$ cat config.mk
export PLATFORM = sky130hd
export DESIGN_NAME = transceiver_datapath_clocking
export DESIGN_NICKNAME = d
export VERILOG_FILES = /design/src/rtl/dpclk_pkg.sv /design/src/rtl/half_rate_div.sv /design/src/rtl/dpclk_cfg_check.sv /design/src/rtl/transceiver_datapath_clocking.sv
export VERILOG_INCLUDE_DIRS = /design/src /design/src/rtl
export SDC_FILE = /design/constraint.sdc
export NUM_CORES = 1
export LEC_CHECK = 0
export BUFFER_PORTS_ARGS = -buffer_cell sky130_fd_sc_hd__buf_2
export CAP_MARGIN = 30
export CELL_PAD_IN_SITES_DETAIL_PLACEMENT = 0
export CELL_PAD_IN_SITES_GLOBAL_PLACEMENT = 1
export CORE_MARGIN = 1
export CORE_UTILIZATION = 30
export CTS_CLUSTER_DIAMETER = 60
export DETAILED_ROUTE_END_ITERATION = 8
export PLACE_DENSITY = 0.75
export SLEW_MARGIN = 20
export SYNTH_ARGS = -nofsm -noshare
export SYNTH_HDL_FRONTEND = slang
export SYNTH_SLANG_ARGS = --single-unit
export TNS_END_PERCENT = 50
$ cat constraint.sdc
create_clock -name clock_i -period 5.46 [get_ports clock_i]
set_clock_uncertainty 0.05 [all_clocks]
set_input_delay 0.273 -clock clock_i [delete_from_list [all_inputs] [get_ports clock_i]]
set_output_delay 0.273 -clock clock_i [all_outputs]
set_load 0.02 [all_outputs]
$ cat src/rtl/dpclk_cfg.svh
// constants for the channel datapath clock router: offsets, fields, resets
// assumes inclusion by bare name from the design modules and the testbench
`ifndef DPCLK_CFG_SVH
`define DPCLK_CFG_SVH

// register byte offsets on the plain register port
`define DPCLK_OFF_MODE 8'h00
`define DPCLK_OFF_SRC 8'h04
`define DPCLK_OFF_STAT 8'h08
`define DPCLK_OFF_ERR 8'h0c

// reset values: non-bonded, transmit and receive, adjacent first pll
`define DPCLK_MODE_RST 10'h008
`define DPCLK_SRC_RST 8'h00
`define DPCLK_ERR_RST 4'h0

// sticky error bit positions
`define DPCLK_ERR_SRC 0
`define DPCLK_ERR_RXBOND 1
`define DPCLK_ERR_RXRMF 2
`define DPCLK_ERR_BOND 3

// pll input indices on the high/low speed clock vectors
`define DPCLK_PLL_ADJ_FIRST 2'h0
`define DPCLK_PLL_ADJ_SECOND 2'h1
`define DPCLK_PLL_BEYOND_LO 2'h2
`define DPCLK_PLL_BEYOND_HI 2'h3

// lane masks and pointer owner patterns
`define DPCLK_MASK_X2 4'h3
`define DPCLK_MASK_X4 4'hf
`define DPCLK_OWN_X1 8'he4
`define DPCLK_OWN_X2 8'he0
`define DPCLK_OWN_X4 8'h00

`endif

$ cat src/rtl/dpclk_pkg.sv
// types shared by the datapath clock router and its helpers
// assumes the constants header sits beside it
package dpclk_pkg;

  // channel bonding width
  typedef enum logic [1:0] {BOND_X1, BOND_X2, BOND_X4, BOND_RSVD} bond_t;

  // channel operation mode
  typedef enum logic [1:0] {OP_TX_ONLY, OP_RX_ONLY, OP_TX_RX, OP_OFF} op_t;

  // per-channel clock source code as software writes it
  typedef enum logic [1:0] {
    SRC_ADJ_FIRST, SRC_ADJ_SECOND, SRC_BEYOND, SRC_RSVD
  } src_code_t;

  // configuration word, same layout as the mode register
  typedef struct packed {
    logic bond_sel;
    logic cdr_sel;
    logic lpkg;
    logic bdes;
    logic bser;
    logic rmf;
    op_t op;
    bond_t bond;
  } cfg_t;

  // clocks delivered to one channel's pma and pcs sub-blocks
  typedef struct packed {
    logic ser;
    logic enc;
    logic bser_rd;
    logic txpcf_rd;
    logic cdr;
    logic des;
    logic align;
    logic rmf_wr;
    logic rmf_rd;
    logic dec;
    logic bdes_wr;
    logic border;
    logic rxpcf_wr;
  } ch_clk_t;

endpackage

$ cat src/rtl/half_rate_div.sv
// divide-by-two stage for a phase compensation fifo side clock
// assumes the clock level is sampled synchronously on clock_i
`timescale 1ns/1ps
`include "dpclk_cfg.svh"

module half_rate_div
(
  // system
  input wire logic clock_i,
  input wire logic srst_i,
  // clock level in and halving enable
  input wire logic clk_lvl_i,
  input wire logic half_i,
  // value the fifo side clock takes at the next edge
  output logic out_next_o
);

  logic prev_reg; // last sampled level, for rise detection
  logic prev_next;
  logic tog_reg; // toggles once per input rise
  logic tog_next;

  // toggle keeps running even when not halving, so a shared divider
  // never needs a restart when bonding is switched in
  always_comb
  begin
    prev_next = clk_lvl_i;
    tog_next = tog_reg;
    if (clk_lvl_i && !prev_reg)
    begin
      tog_next = !tog_reg;
    end
    out_next_o = half_i ? tog_next : clk_lvl_i;
  end

  // state registers
  always_ff @(posedge clock_i)
  begin
    if (srst_i)
    begin
      prev_reg <= 1'b0;
      tog_reg <= 1'b0;
    end
    else
    begin
      prev_reg <= prev_next;
      tog_reg <= tog_next;
    end
  end

endmodule

$ cat src/rtl/dpclk_cfg_check.sv
// legalises the software configuration into an effective one
// assumes raw register words in, purely combinational
`timescale 1ns/1ps
`include "dpclk_cfg.svh"

module dpclk_cfg_check
  import dpclk_pkg::*;
(
  // raw register contents
  input wire logic [9:0] mode_i,
  input wire logic [7:0] src_i,
  // effective configuration
  output cfg_t eff_o,
  output logic [3:0] bonded_o,
  output logic [7:0] idx_o,
  // configuration faults seen this cycle
  output logic [3:0] err_o
);

  // maps a source code to a pll index; unusable codes fall back
  function automatic logic [1:0] pick_pll(input logic [1:0] code,
                                          input logic upper_pair,
                                          input logic beyond_ok);
    logic [1:0] idx;
    idx = `DPCLK_PLL_ADJ_FIRST;
    if (code == SRC_ADJ_SECOND)
    begin
      idx = `DPCLK_PLL_ADJ_SECOND;
    end
    else if (code == SRC_BEYOND && beyond_ok)
    begin
      idx = upper_pair ? `DPCLK_PLL_BEYOND_HI : `DPCLK_PLL_BEYOND_LO;
    end
    return idx;
  endfunction

  always_comb
  begin
    cfg_t raw;
    logic [1:0] code;
    logic ok;
    raw = cfg_t'(mode_i);
    eff_o = raw;
    err_o = 4'h0;
    bonded_o = 4'h0;
    idx_o = 8'h00;
    code = 2'h0;
    ok = 1'b0;
    // reserved bonding code runs the lanes unbonded
    if (raw.bond == BOND_RSVD)
    begin
      eff_o.bond = BOND_X1;
      err_o[`DPCLK_ERR_BOND] = 1'b1;
    end
    // receive-only lanes are clocked by their own recovered clocks
    if (raw.op == OP_RX_ONLY && eff_o.bond != BOND_X1)
    begin
      eff_o.bond = BOND_X1;
      err_o[`DPCLK_ERR_RXBOND] = 1'b1;
    end
    if (raw.op == OP_RX_ONLY && raw.rmf)
    begin
      eff_o.rmf = 1'b0;
      err_o[`DPCLK_ERR_RXRMF] = 1'b1;
    end
    else if (raw.op != OP_TX_RX)
    begin
      eff_o.rmf = 1'b0;
    end
    // two-lane bonding only on lanes 0 and 1
    case (eff_o.bond)
      BOND_X2: bonded_o = `DPCLK_MASK_X2;
      BOND_X4: bonded_o = `DPCLK_MASK_X4;
      default: bonded_o = 4'h0;
    endcase
    // beyond-adjacent plls only unbonded in large package
    for (int k = 0; k < 4; k++)
    begin
      code = src_i[2*k +: 2];
      ok = eff_o.lpkg && !bonded_o[k];
      idx_o[2*k +: 2] = pick_pll(code, k > 1, ok);
      if (code[1] && !(code == SRC_BEYOND && ok))
      begin
        err_o[`DPCLK_ERR_SRC] = 1'b1;
      end
    end
  end

endmodule

$ cat src/rtl/transceiver_datapath_clocking.sv
// routes pll and recovered clocks to the four lanes of a transceiver
// block and to the fabric parallel clock outputs.
// assumes all clock levels arrive sampled on clock_i, and software keeps
// the configuration still while traffic flows.
//
// Notes on behaviour
// - cdr clocks from one adjacent pll only
// - no cdr clock beyond adjacent plls
// - unbonded lanes own clocks and fifo pointers
// - bonded lanes share low-speed clock and pointers
// - two-lane bonding only lanes 0 and 1
// - four-lane bonding uses all four lanes
// - large package unbonded may use farther plls
// - transmit high-speed clock drives the serializer
// - transmit low-speed clocks encoder, byte serializer, fifo
// - byte serializer halves transmit fifo read clock
// - transmit low-speed clock goes to fabric
// - receive-only never uses rate match fifo
// - recovered clocks drive deserializer and receive pcs
// - byte deserializer halves receive fifo write clock
// - receive-only recovered clock goes to fabric
// - combined mode supports rate match on or off
// - combined without rate match clocks like receive-only
// - rate match splits recovered and transmit clocks
// - rate match with deserializer halves transmit clock
// - with rate match transmit parallel clock serves receive capture too
//
// The strobed register port and the register offsets were chosen for this implementation.
`timescale 1ns/1ps
`include "dpclk_cfg.svh"

module transceiver_datapath_clocking
  import dpclk_pkg::*;
(
  // system
  input wire logic clock_i,
  input wire logic srst_i,
  // register port
  input wire logic [7:0] reg_addr_i,
  input wire logic [31:0] reg_wdata_i,
  input wire logic reg_wr_i,
  input wire logic reg_rd_i,
  output logic [31:0] reg_rdata_o,
  // pll clocks: index 0/1 adjacent, 2/3 farther plls
  input wire logic [3:0] pll_hs_i,
  input wire logic [3:0] pll_ls_i,
  input wire logic [1:0] pll_cdr_i,
  // recovered clocks from each lane's cdr unit
  input wire logic [3:0] rec_hs_i,
  input wire logic [3:0] rec_ls_i,
  // lane clocks
  output ch_clk_t [3:0] ch_clk_o,
  // fabric clocks and fifo control ownership
  output logic [3:0] tx_par_clk_o,
  output logic [3:0] rx_par_clk_o,
  output logic bonded_clk_o,
  output logic [7:0] pcf_owner_o
);

  // software registers
  logic [9:0] mode_reg; // raw mode word
  logic [9:0] mode_next;
  logic [7:0] src_reg; // per-lane source codes
  logic [7:0] src_next;
  logic [3:0] err_reg; // sticky configuration faults
  logic [3:0] err_next;
  logic [31:0] rdata_reg; // read data, valid the cycle after a read
  logic [31:0] rdata_next;

  // effective configuration
  cfg_t eff;
  logic [3:0] bonded;
  logic [7:0] idx;
  logic [3:0] err_live;
  logic tx_on; // transmit side clocked
  logic rx_on; // receive side clocked

  // per-lane clock picks
  logic [3:0] hs_pick;
  logic [3:0] tx_ls;
  logic [3:0] rec_later; // clock of receive blocks after rate match
  logic [3:0] txpcf_in;
  logic [3:0] rxpcf_in;
  logic [3:0] txpcf_div;
  logic [3:0] rxpcf_div;
  logic bond_ls; // common bonded low-speed path

  // clock output registers
  ch_clk_t [3:0] ch_reg;
  ch_clk_t [3:0] ch_next;
  logic [3:0] tx_par_reg;
  logic [3:0] tx_par_next;
  logic [3:0] rx_par_reg;
  logic [3:0] rx_par_next;
  logic bond_clk_reg;
  logic bond_clk_next;
  logic [7:0] owner_reg;
  logic [7:0] owner_next;

  // legalise what software wrote
  dpclk_cfg_check u_check
  (
    .mode_i(mode_reg),
    .src_i(src_reg),
    .eff_o(eff),
    .bonded_o(bonded),
    .idx_o(idx),
    .err_o(err_live)
  );

  // one divider per lane and direction; bonded lanes read lane 0's transmit divider, and its receive divider only with rate match
  for (genvar g = 0; g < 4; g++)
  begin : g_div
    half_rate_div u_txdiv
    (
      .clock_i(clock_i),
      .srst_i(srst_i),
      .clk_lvl_i(txpcf_in[g]),
      .half_i(eff.bser),
      .out_next_o(txpcf_div[g])
    );
    half_rate_div u_rxdiv
    (
      .clock_i(clock_i),
      .srst_i(srst_i),
      .clk_lvl_i(rxpcf_in[g]),
      .half_i(eff.bdes),
      .out_next_o(rxpcf_div[g])
    );
  end

  // register file: next values and read mux
  always_comb
  begin
    mode_next = mode_reg;
    src_next = src_reg;
    rdata_next = 32'h0000_0000;
    // faults set even in the cycle software clears them
    err_next = err_reg | err_live;
    if (reg_wr_i)
    begin
      case (reg_addr_i)
        `DPCLK_OFF_MODE: mode_next = reg_wdata_i[9:0];
        `DPCLK_OFF_SRC: src_next = reg_wdata_i[7:0];
        `DPCLK_OFF_ERR: err_next = (err_reg & ~reg_wdata_i[3:0]) | err_live;
        default: mode_next = mode_reg; // unmapped writes are dropped
      endcase
    end
    if (reg_rd_i)
    begin
      case (reg_addr_i)
        `DPCLK_OFF_MODE: rdata_next = 32'(mode_reg);
        `DPCLK_OFF_SRC: rdata_next = 32'(src_reg);
        `DPCLK_OFF_STAT: rdata_next = 32'({eff.rmf, owner_reg, bonded});
        `DPCLK_OFF_ERR: rdata_next = 32'(err_reg);
        default: rdata_next = 32'h0000_0000; // unmapped reads zero
      endcase
    end
  end

  // register file state
  always_ff @(posedge clock_i)
  begin
    if (srst_i)
    begin
      mode_reg <= `DPCLK_MODE_RST;
      src_reg <= `DPCLK_SRC_RST;
      err_reg <= `DPCLK_ERR_RST;
      rdata_reg <= 32'h0000_0000;
    end
    else
    begin
      mode_reg <= mode_next;
      src_reg <= src_next;
      err_reg <= err_next;
      rdata_reg <= rdata_next;
    end
  end

  // clock source selection per lane
  always_comb
  begin
    tx_on = (eff.op == OP_TX_ONLY) || (eff.op == OP_TX_RX);
    rx_on = (eff.op == OP_RX_ONLY) || (eff.op == OP_TX_RX);
    // bonded path takes an adjacent pll only
    bond_ls = pll_ls_i[{1'b0, eff.bond_sel}];
    for (int k = 0; k < 4; k++)
    begin
      hs_pick[k] = pll_hs_i[idx[2*k +: 2]];
      tx_ls[k] = bonded[k] ? bond_ls : pll_ls_i[idx[2*k +: 2]];
      // receive side chooses its clock by rate match use
      // without rate match the recovered clock runs it all
      // with rate match later blocks run on transmit clock
      rec_later[k] = eff.rmf ? tx_ls[k] : rec_ls_i[k];
      txpcf_in[k] = tx_on & tx_ls[k];
      rxpcf_in[k] = rx_on & rec_later[k];
    end
  end

  // lane clock fan-out and fabric clocks
  always_comb
  begin
    for (int k = 0; k < 4; k++)
    begin
      ch_next[k].ser = tx_on & hs_pick[k];
      // one low-speed clock for the transmit pcs
      ch_next[k].enc = tx_on & tx_ls[k];
      ch_next[k].bser_rd = tx_on & tx_ls[k];
      // halved read side when the byte serializer runs
      // bonded lanes follow lane 0 fifo control
      ch_next[k].txpcf_rd = bonded[k] ? txpcf_div[0] : txpcf_div[k];
      // all cdr units share one adjacent pll
      // only the two adjacent pll inputs reach a cdr
      ch_next[k].cdr = rx_on & pll_cdr_i[eff.cdr_sel];
      // recovered clocks drive deserializer and aligner
      ch_next[k].des = rx_on & rec_hs_i[k];
      ch_next[k].align = rx_on & rec_ls_i[k];
      // rate match written by recovered, read by transmit
      ch_next[k].rmf_wr = rx_on & eff.rmf & rec_ls_i[k];
      ch_next[k].rmf_rd = rx_on & eff.rmf & tx_ls[k];
      ch_next[k].dec = rx_on & rec_later[k];
      ch_next[k].bdes_wr = rx_on & rec_later[k];
      ch_next[k].border = rx_on & rec_later[k];
      // halved write side when the byte deserializer runs
      // same halving on the transmit clock with rate match
      // a shared receive divider only makes sense on a common clock
      ch_next[k].rxpcf_wr = (bonded[k] && eff.rmf) ? rxpcf_div[0]
                                                   : rxpcf_div[k];
      // transmit low-speed clock out to the fabric
      // with rate match fabric captures on it as well
      tx_par_next[k] = tx_on & tx_ls[k];
      // recovered low-speed clock out when no rate match
      rx_par_next[k] = rx_on & !eff.rmf & rec_ls_i[k];
    end
    bond_clk_next = (|bonded) & tx_on & bond_ls;
    // unbonded lanes own their fifo pointers
    // bonded lanes share lane 0 pointers
    case (eff.bond)
      BOND_X2: owner_next = `DPCLK_OWN_X2;
      BOND_X4: owner_next = `DPCLK_OWN_X4;
      default: owner_next = `DPCLK_OWN_X1;
    endcase
  end

  // clock output registers; all lanes low in reset
  always_ff @(posedge clock_i)
  begin
    if (srst_i)
    begin
      ch_reg <= '0;
      tx_par_reg <= 4'h0;
      rx_par_reg <= 4'h0;
      bond_clk_reg <= 1'b0;
      owner_reg <= `DPCLK_OWN_X1;
    end
    else
    begin
      ch_reg <= ch_next;
      tx_par_reg <= tx_par_next;
      rx_par_reg <= rx_par_next;
      bond_clk_reg <= bond_clk_next;
      owner_reg <= owner_next;
    end
  end

  assign reg_rdata_o = rdata_reg;
  assign ch_clk_o = ch_reg;
  assign tx_par_clk_o = tx_par_reg;
  assign rx_par_clk_o = rx_par_reg;
  assign bonded_clk_o = bond_clk_reg;
  assign pcf_owner_o = owner_reg;

  // checks on the routing

  a_cdr_one_pll: assert property (
    @(posedge clock_i) disable iff (srst_i)
    (ch_clk_o[0].cdr == ch_clk_o[1].cdr)
      && (ch_clk_o[2].cdr == ch_clk_o[3].cdr)
      && (ch_clk_o[0].cdr == ch_clk_o[3].cdr))
    else $error("cdr clocks differ between lanes");

  a_cdr_adjacent_only: assert property (
    @(posedge clock_i) disable iff (srst_i)
    rx_on ##1 ch_clk_o[2].cdr |-> $past(pll_cdr_i) != 2'h0)
    else $error("cdr clock without an adjacent pll");

  a_unbonded_own_ptr: assert property (
    @(posedge clock_i) disable iff (srst_i)
    (bonded == 4'h0) |=> pcf_owner_o == `DPCLK_OWN_X1)
    else $error("unbonded lane lost its own fifo control");

  a_bonded_shared_clk: assert property (
    @(posedge clock_i) disable iff (srst_i)
    (eff.bond == BOND_X4) && tx_on |=> (tx_par_clk_o == 4'hf)
      || (tx_par_clk_o == 4'h0))
    else $error("bonded lanes see different low-speed clocks");

  a_x2_lane_pair: assert property (
    @(posedge clock_i) disable iff (srst_i)
    (eff.bond == BOND_X2) |=> pcf_owner_o == `DPCLK_OWN_X2)
    else $error("two-lane bonding not on lanes 0 and 1");

  a_beyond_pll_gate: assert property (
    @(posedge clock_i) disable iff (srst_i)
    idx[7] |-> eff.lpkg && !bonded[3])
    else $error("farther pll used where not allowed");

  a_ser_hs_follow: assert property (
    @(posedge clock_i) disable iff (srst_i)
    tx_on |=> ch_clk_o[1].ser == $past(hs_pick[1]))
    else $error("serializer clock not from its pll");

  a_txfifo_half_rate: assert property (
    @(posedge clock_i) disable iff (srst_i)
    (eff.bser && (bonded == 4'h0))[*2] ##0 !txpcf_in[2]
      |=> $stable(ch_clk_o[2].txpcf_rd))
    else $error("halved fifo read clock moved without an input rise");

  a_rx_only_no_rmf: assert property (
    @(posedge clock_i) disable iff (srst_i)
    (eff.op == OP_RX_ONLY) |=> !ch_clk_o[0].rmf_wr && !ch_clk_o[0].rmf_rd
      && !ch_clk_o[3].rmf_wr)
    else $error("rate match clocked in receive-only mode");

  a_rx_par_recovered: assert property (
    @(posedge clock_i) disable iff (srst_i)
    (eff.op == OP_RX_ONLY) |=> rx_par_clk_o[1] == $past(rec_ls_i[1]))
    else $error("receive parallel clock not the recovered clock");

  a_rmf_dec_on_tx: assert property (
    @(posedge clock_i) disable iff (srst_i)
    eff.rmf && rx_on |=> (ch_clk_o[2].dec == $past(tx_ls[2]))
      && (ch_clk_o[2].align == $past(rec_ls_i[2])))
    else $error("rate match split of receive clocks broken");

  a_tx_par_is_enc: assert property (
    @(posedge clock_i) disable iff (srst_i)
    tx_par_clk_o[3] == ch_clk_o[3].enc)
    else $error("transmit parallel clock differs from encoder clock");

endmodule

Word level (Yosys, flattened, before mapping)
Cells that the tools add are included.

word-level totals
  output and inout port bits = 101
  memories = 0
  bits of input ports = 62
  bits in writable memories = 0
  bits in read-only memories = 0
  latch bits = 0
  register bits after elaboration = 116

cells by class
  multipliers = 0
  equal/unequal tests = 17
  div/mod/pow operators = 0
  muxes and demuxes = 74
  bitwise gates (word level) = 42
  order comparisons = 6
  reductions and logical operators = 59
  shifts and indexed selects = 0
  $add $sub $neg = 0

operator list
  operator              count
  $pmux W13 S4          1
  $mux W1               51
  $and A1 B1 Y1         37
  $logic_and A1 B1 Y1   25
  $logic_not A1 Y1      25
  $mux W2               10
  $bmux W1 S2           8
  $eq A8 B4 Y1 const B  2
  $pmux W8 S2           1
  $eq A2 B2 Y1 const B  7
  $eq A2 B1 Y1 const B  6
  $lt A2 B3 Y1 const B  4
  $eq A8 B3 Y1 const B  1
  $logic_not A8 Y1      1
  $mux W4               2
  $or A4 B4 Y4          2
  $pmux W4 S2           1
  $and A4 B4 Y4         1
  $not A4 Y4            1
  $reduce_and A2 Y1     2
  $reduce_or A4 Y1      1
  $lt A1 B3 Y1 const B  1
  $logic_not A2 Y1      1
  $logic_or A1 B1 Y1    2
  5 further kinds       5

Logic depth before layout (Yosys ltp)
  depth after elaboration = 21
  mapped depth = 12
  gate-level depth less buffers = 11

By module
A second synthesis with hierarchy kept.

second synthesis, totals
  cells, all modules = 476
  area total of the unflattened synthesis = 4640.7 µm²

by module, submodules not included
  module                         cells an instance  times used  area an instance (µm²)
  transceiver_datapath_clocking  363                1           3533.4
  half_rate_div                  9                  8           101.3
  dpclk_cfg_check                41                 1           296.5

Worst setup path before layout
No wires, ideal clock.

  path kind = register to register
  from = register mode_reg[0]
  to = register ch_reg, in the netlist ch_clk_o[35]
  cell stages (with the launch flop) = 13
  clock period less this slack = 2.769 ns
  setup slack = 2.691 ns
  data arrival time = 2.645 ns
  buffers on the path = 1
  cells stage by stage = dfxtp_1 inv_1 ha_1 nand2b_1 and2_1 ha_1 buf_4 nand3_2 o32a_1 and2_4 o32a_1 a21o_1 a31oi_1

between the ends
  longest elaborated chain between the ends = 20
  elaborated cells on any way between the ends = 33

RTL lines
  element                                              RTL line                              text
  start: declaration                                   transceiver_datapath_clocking.sv:61   logic [9:0] mode_reg;
  start signal: assignment                             transceiver_datapath_clocking.sv:166  mode_reg <= `DPCLK_MODE_RST;
  start signal: assignment                             transceiver_datapath_clocking.sv:173  mode_reg <= mode_next;
  $eq A2 B2 Y1                                         dpclk_cfg_check.sv:50                 if (raw.bond == BOND_RSVD)
  $mux W2 *                                            dpclk_cfg_check.sv:50
  $reduce_bool A2 Y1                                   dpclk_cfg_check.sv:56                 if (raw.op == OP_RX_ONLY && eff_o.bond != BOND_X1)
  $logic_and A1 B1 Y1                                  dpclk_cfg_check.sv:56
  $mux W2 *                                            dpclk_cfg_check.sv:56
  $eq A2 B2 Y1 / $eq A2 B1 Y1 (equally long branches)  dpclk_cfg_check.sv:71                 case (eff_o.bond)
  $pmux W4 S2 *                                        dpclk_cfg_check.sv:71
  $logic_not A1 Y1                                     dpclk_cfg_check.sv:80                 ok = eff_o.lpkg && !bonded_o[k];
  (+4 left out)                                        n/a
  $bmux W1 S2                                          transceiver_datapath_clocking.sv:190  tx_ls[k] = bonded[k] ? bond_ls : pll_ls_i[idx[2*k +: 2]];
  $mux W1 (implied by the code)                        transceiver_datapath_clocking.sv:190
  $mux W1                                              transceiver_datapath_clocking.sv:190
  $and A1 B1 Y1                                        transceiver_datapath_clocking.sv:195  txpcf_in[k] = tx_on & tx_ls[k];
  $logic_and A1 B1 Y1                                  half_rate_div.sv:29                   if (clk_lvl_i && !prev_reg)
  $mux W1                                              half_rate_div.sv:29
  $mux W1                                              half_rate_div.sv:33                   out_next_o = half_i ? tog_next : clk_lvl_i;
  $mux W1 *                                            transceiver_datapath_clocking.sv:211  ch_next[k].txpcf_rd = bonded[k] ? txpcf_div[0] : txpcf_div[k];
  end signal: assignment                               transceiver_datapath_clocking.sv:258  ch_reg <= ch_next;
  end: declaration                                     transceiver_datapath_clocking.sv:89   ch_clk_t [3:0] ch_reg;

Every way passes the cells marked *; elsewhere a longest branch is shown, timed or not. The select of a mux whose other input is x is not followed.
A chain may end at the register's enable or synchronous reset.

Final worst setup path
  from = register mode_reg[0]
  to = register ch_reg, in the netlist ch_clk_o[13]

between the ends
  longest elaborated chain between the ends = 21
  elaborated cells on any way between the ends = 36

RTL lines
  element                                              RTL line                              text
  $eq A2 B2 Y1                                         dpclk_cfg_check.sv:50
  $mux W2 *                                            dpclk_cfg_check.sv:50
  $reduce_bool A2 Y1                                   dpclk_cfg_check.sv:56
  $logic_and A1 B1 Y1                                  dpclk_cfg_check.sv:56
  $mux W2 *                                            dpclk_cfg_check.sv:56
  $eq A2 B2 Y1 / $eq A2 B1 Y1 (equally long branches)  dpclk_cfg_check.sv:71
  $pmux W4 S2 *                                        dpclk_cfg_check.sv:71
  $logic_not A1 Y1                                     dpclk_cfg_check.sv:80
  (+5 left out)                                        n/a
  $mux W1 (implied by the code)                        transceiver_datapath_clocking.sv:190
  $mux W1                                              transceiver_datapath_clocking.sv:190
  $mux W1                                              transceiver_datapath_clocking.sv:194  rec_later[k] = eff.rmf ? tx_ls[k] : rec_ls_i[k];
  $and A1 B1 Y1                                        transceiver_datapath_clocking.sv:196  rxpcf_in[k] = rx_on & rec_later[k];
  $logic_and A1 B1 Y1                                  half_rate_div.sv:29
  $mux W1                                              half_rate_div.sv:29
  $mux W1                                              half_rate_div.sv:33
  $mux W1 *                                            transceiver_datapath_clocking.sv:227  ch_next[k].rxpcf_wr = (bonded[k] && eff.rmf) ? rxpcf_div[0]

Marked as above.

==> metrics.cfg <==
[cts]
cts_buffers=9
postCtsSetupBuffers=0
ctsHoldBuffers=0
worstSkewPairLatency_ps=330
clock_sinks=86
clk_path_buf_depth=2
path_clk_slew_ps=60
htree_levels=3
ctsResizeCount=0
root_buffer=clkbuf_16
tritoncts=done

[global_route]
gr-total-overflow=0
grt_max_degree=47
grt_use_total=0.149
grt_pass1_vias=3047
grt_pass1_wl_um=16300
grt_antenna_before_repair=0

[pwr]
clkPwrFrac=0.448
powerDensity_mw_per_mm2=303
p_total_mw=1.45
switchingPower_mw=0.342
peakVddDrop_mv=0.147
p_sw_frac=0.236
internal_power_mw=1.11
p_seq_frac=0.455
combPwrFrac=0.097
leakage_nw=2.21

[yosys]
syn_avg_cell_area_um2=9.19
synth_edf_count=0
synth_top_area_share=0.423
syn_area_mm2=0.00407
synth_largest_area_cell=dfxtp_1
synth_cells=443
ys_top_cells_by_area=dfxtp_1 42%, buf_4 10%, mux2i_1 6.1%, nor2_1 5.5%, ha_1 2.5%
synth_most_common_cell=dfxtp_1
synth_ff_type=dfxtp_1
ys_warn_count=0
ys_seq_area_frac=0.423
ys_types=61
synth-seq-cells=86
synth_common_cells=86 x dfxtp_1, 60 x nor2_1, 54 x buf_4, 25 x mux2i_1, 20 x nand2_1
async_flop_share=0

[finish]
largest_reg_flops=32
num-fill-cells=1395
final_nets=589
antenna_cells=0
post-route-util=0.362
syn_to_final_growth_pct=17.6
post-route-cell-area_mm2=0.00479
instances_no_fill=700
drive_gt1_frac=0.288

[timing]
finalCritPeriodShare=0.605
setup_viol=0
fmax_mhz=303
slew_headroom=0.449
fin_tns_setup_ps=0
hold_violations=0
period_needed_ps=3300
timing.final.ws_setup_ps=2160
rsz0062_at_grt=false
hold_ws_ps=86.5
worstMarginPinSlew_ps=826
slew_violations=0

[place]
io_buffers=117
hpwl_um=7360
dp.cells=684
gp_congestion=0.765
dp_slack_ps=2180
dpl_cell_area_mm2=0.00447

[hold_path]
hp-start=rec_hs_i[2]
min_to=ch_clk_o[33]
hold_depth=2
worstHoldPathType=in2reg

[critical_path]
cpMaxStageDelayCell=ha_1
crit_path_frequent_cell=ha_1
endpoint_kind=flip-flop
path_cells=inv_1 > ha_1 > nand2b_1 > and2_1 > ha_1 > nand3_2 > o32a_1 > a21oi_1 > a211o_1 > o211ai_1 > o311ai_1
reg2reg_from=mode_reg[0]
cp_data_arrival_time_ps=3480
r2r_slack_ps=2160
slowest_delay_ps=550
timing.rr.end=ch_clk_o[13]
critPathLaunchType=flip-flop
ff2ff_path_depth=11
crit_family=compound AO/OA/AOI/OAI gates
cp_max_fo=12
critical_path_class=reg2reg
worstPathRequired_ps=5640
cp.buffers_inverters=1

[floorplan]
dieWidth_um=118
core-area_mm2=0.0132
start_util=0.307
die_area_mm2=0.0140
die_h_um=118
rows=42
io_pins=163

[route]
wl_um=10200
drt_first_pass_iters=4
drtAntennaViolNets=0
drt_iter0_drc=252
vias=3292
drc=0
wl_per_cell_um=14.6
viasPerCell=4.70

[job]
maxCapViolCount=0

[status]
status=completed

-- placed cells by master, fill, tap and decap left out, drive strengths merged, types with 4 or more instances in the layout --
cell and n:
mux4 4, xnor2 5, nor2 61, nand2 20, mux2i 25, and3 11, and2 9, inv 11
or3b 6, a21oi 12, o2111ai 4, a21boi 4, a31oi 4, o21ai 15, ha 8, nor2b 6
buf 118, nand2b 9, conb 23, nand3 4, or3 4, dfxtp 86, clkbuf 12, nor3 11
-- cell type report --
type,count,area (um^2),area share
clock inverters,4,70.1,0.0146
repair buffers,118,593,0.124
clock buffers,12,246,0.0515
inverters,11,41.3,0.00862
well taps,176,220,0.0460
flip-flops and latches,86,1720,0.359
multi-input cells,293,1900,0.396
-- power groups by stage --
stage               logic [mW]  clock network [mW]  registers [mW]
floorplan                0.107                   0           0.685
global placement         0.139                   0           0.673
detailed placement       0.141                   0           0.674
CTS                      0.141               0.665           0.661
global route             0.154               0.692           0.663
finish                   0.141               0.651           0.660
-- kinds of logic (layout without fill, tap and decap cells) --
family | count (synthesis) | after routing | share of synthesized area
and+or+nand+nor | 158 | 158 | 0.200
DFF | 86 | 86 | 0.423
buffers and inverters | 86 | 145 | 0.133
AOI/OAI and AO/OA | 66 | 66 | 0.113
muxes | 32 | 32 | 0.0928
adders and majority gates | 8 | 8 | 0.0246
xor gates and xnor gates | 6 | 6 | 0.0129
other | 1 | 23 | 0.000921
-- worst max-delay path by stage --
stage	from	end	slack, ps	cells past startpoint
CTS	mode_reg[0]	ch_clk_o[13]	2150	11
global placement	mode_reg[0]	ch_clk_o[13]	2270	11
detailed placement	mode_reg[0]	ch_clk_o[13]	2180	11
global route	mode_reg[0]	ch_clk_o[13]	1840	11
floorplan	mode_reg[0]	ch_clk_o[35]	2690	12
finish	mode_reg[0]	ch_clk_o[13]	2160	11
-- worst reg2reg max path: cells and delay by family, from the launching register on --
| family | cells | cell delay (ps) |
|---|---|---|
| AO/OA/AOI/OAI | 5 | 1320 |
| flip-flops | 1 | 410 |
| AND/OR/NAND/NOR | 3 | 500 |
| buffers and inverters | 1 | 70 |
| adder cells (fa/ha/maj) | 2 | 830 |
-- layer usage --
metal  up-vias  GRT usage  routed length, um
met3        16     0.0381                713
met5         -          0                  0
met1      1531      0.193               4600
met2       137      0.236               4670
met4         0     0.0601                210
li1       1608          -                  -
Note: power is estimated with default switching activity, not from simulation.
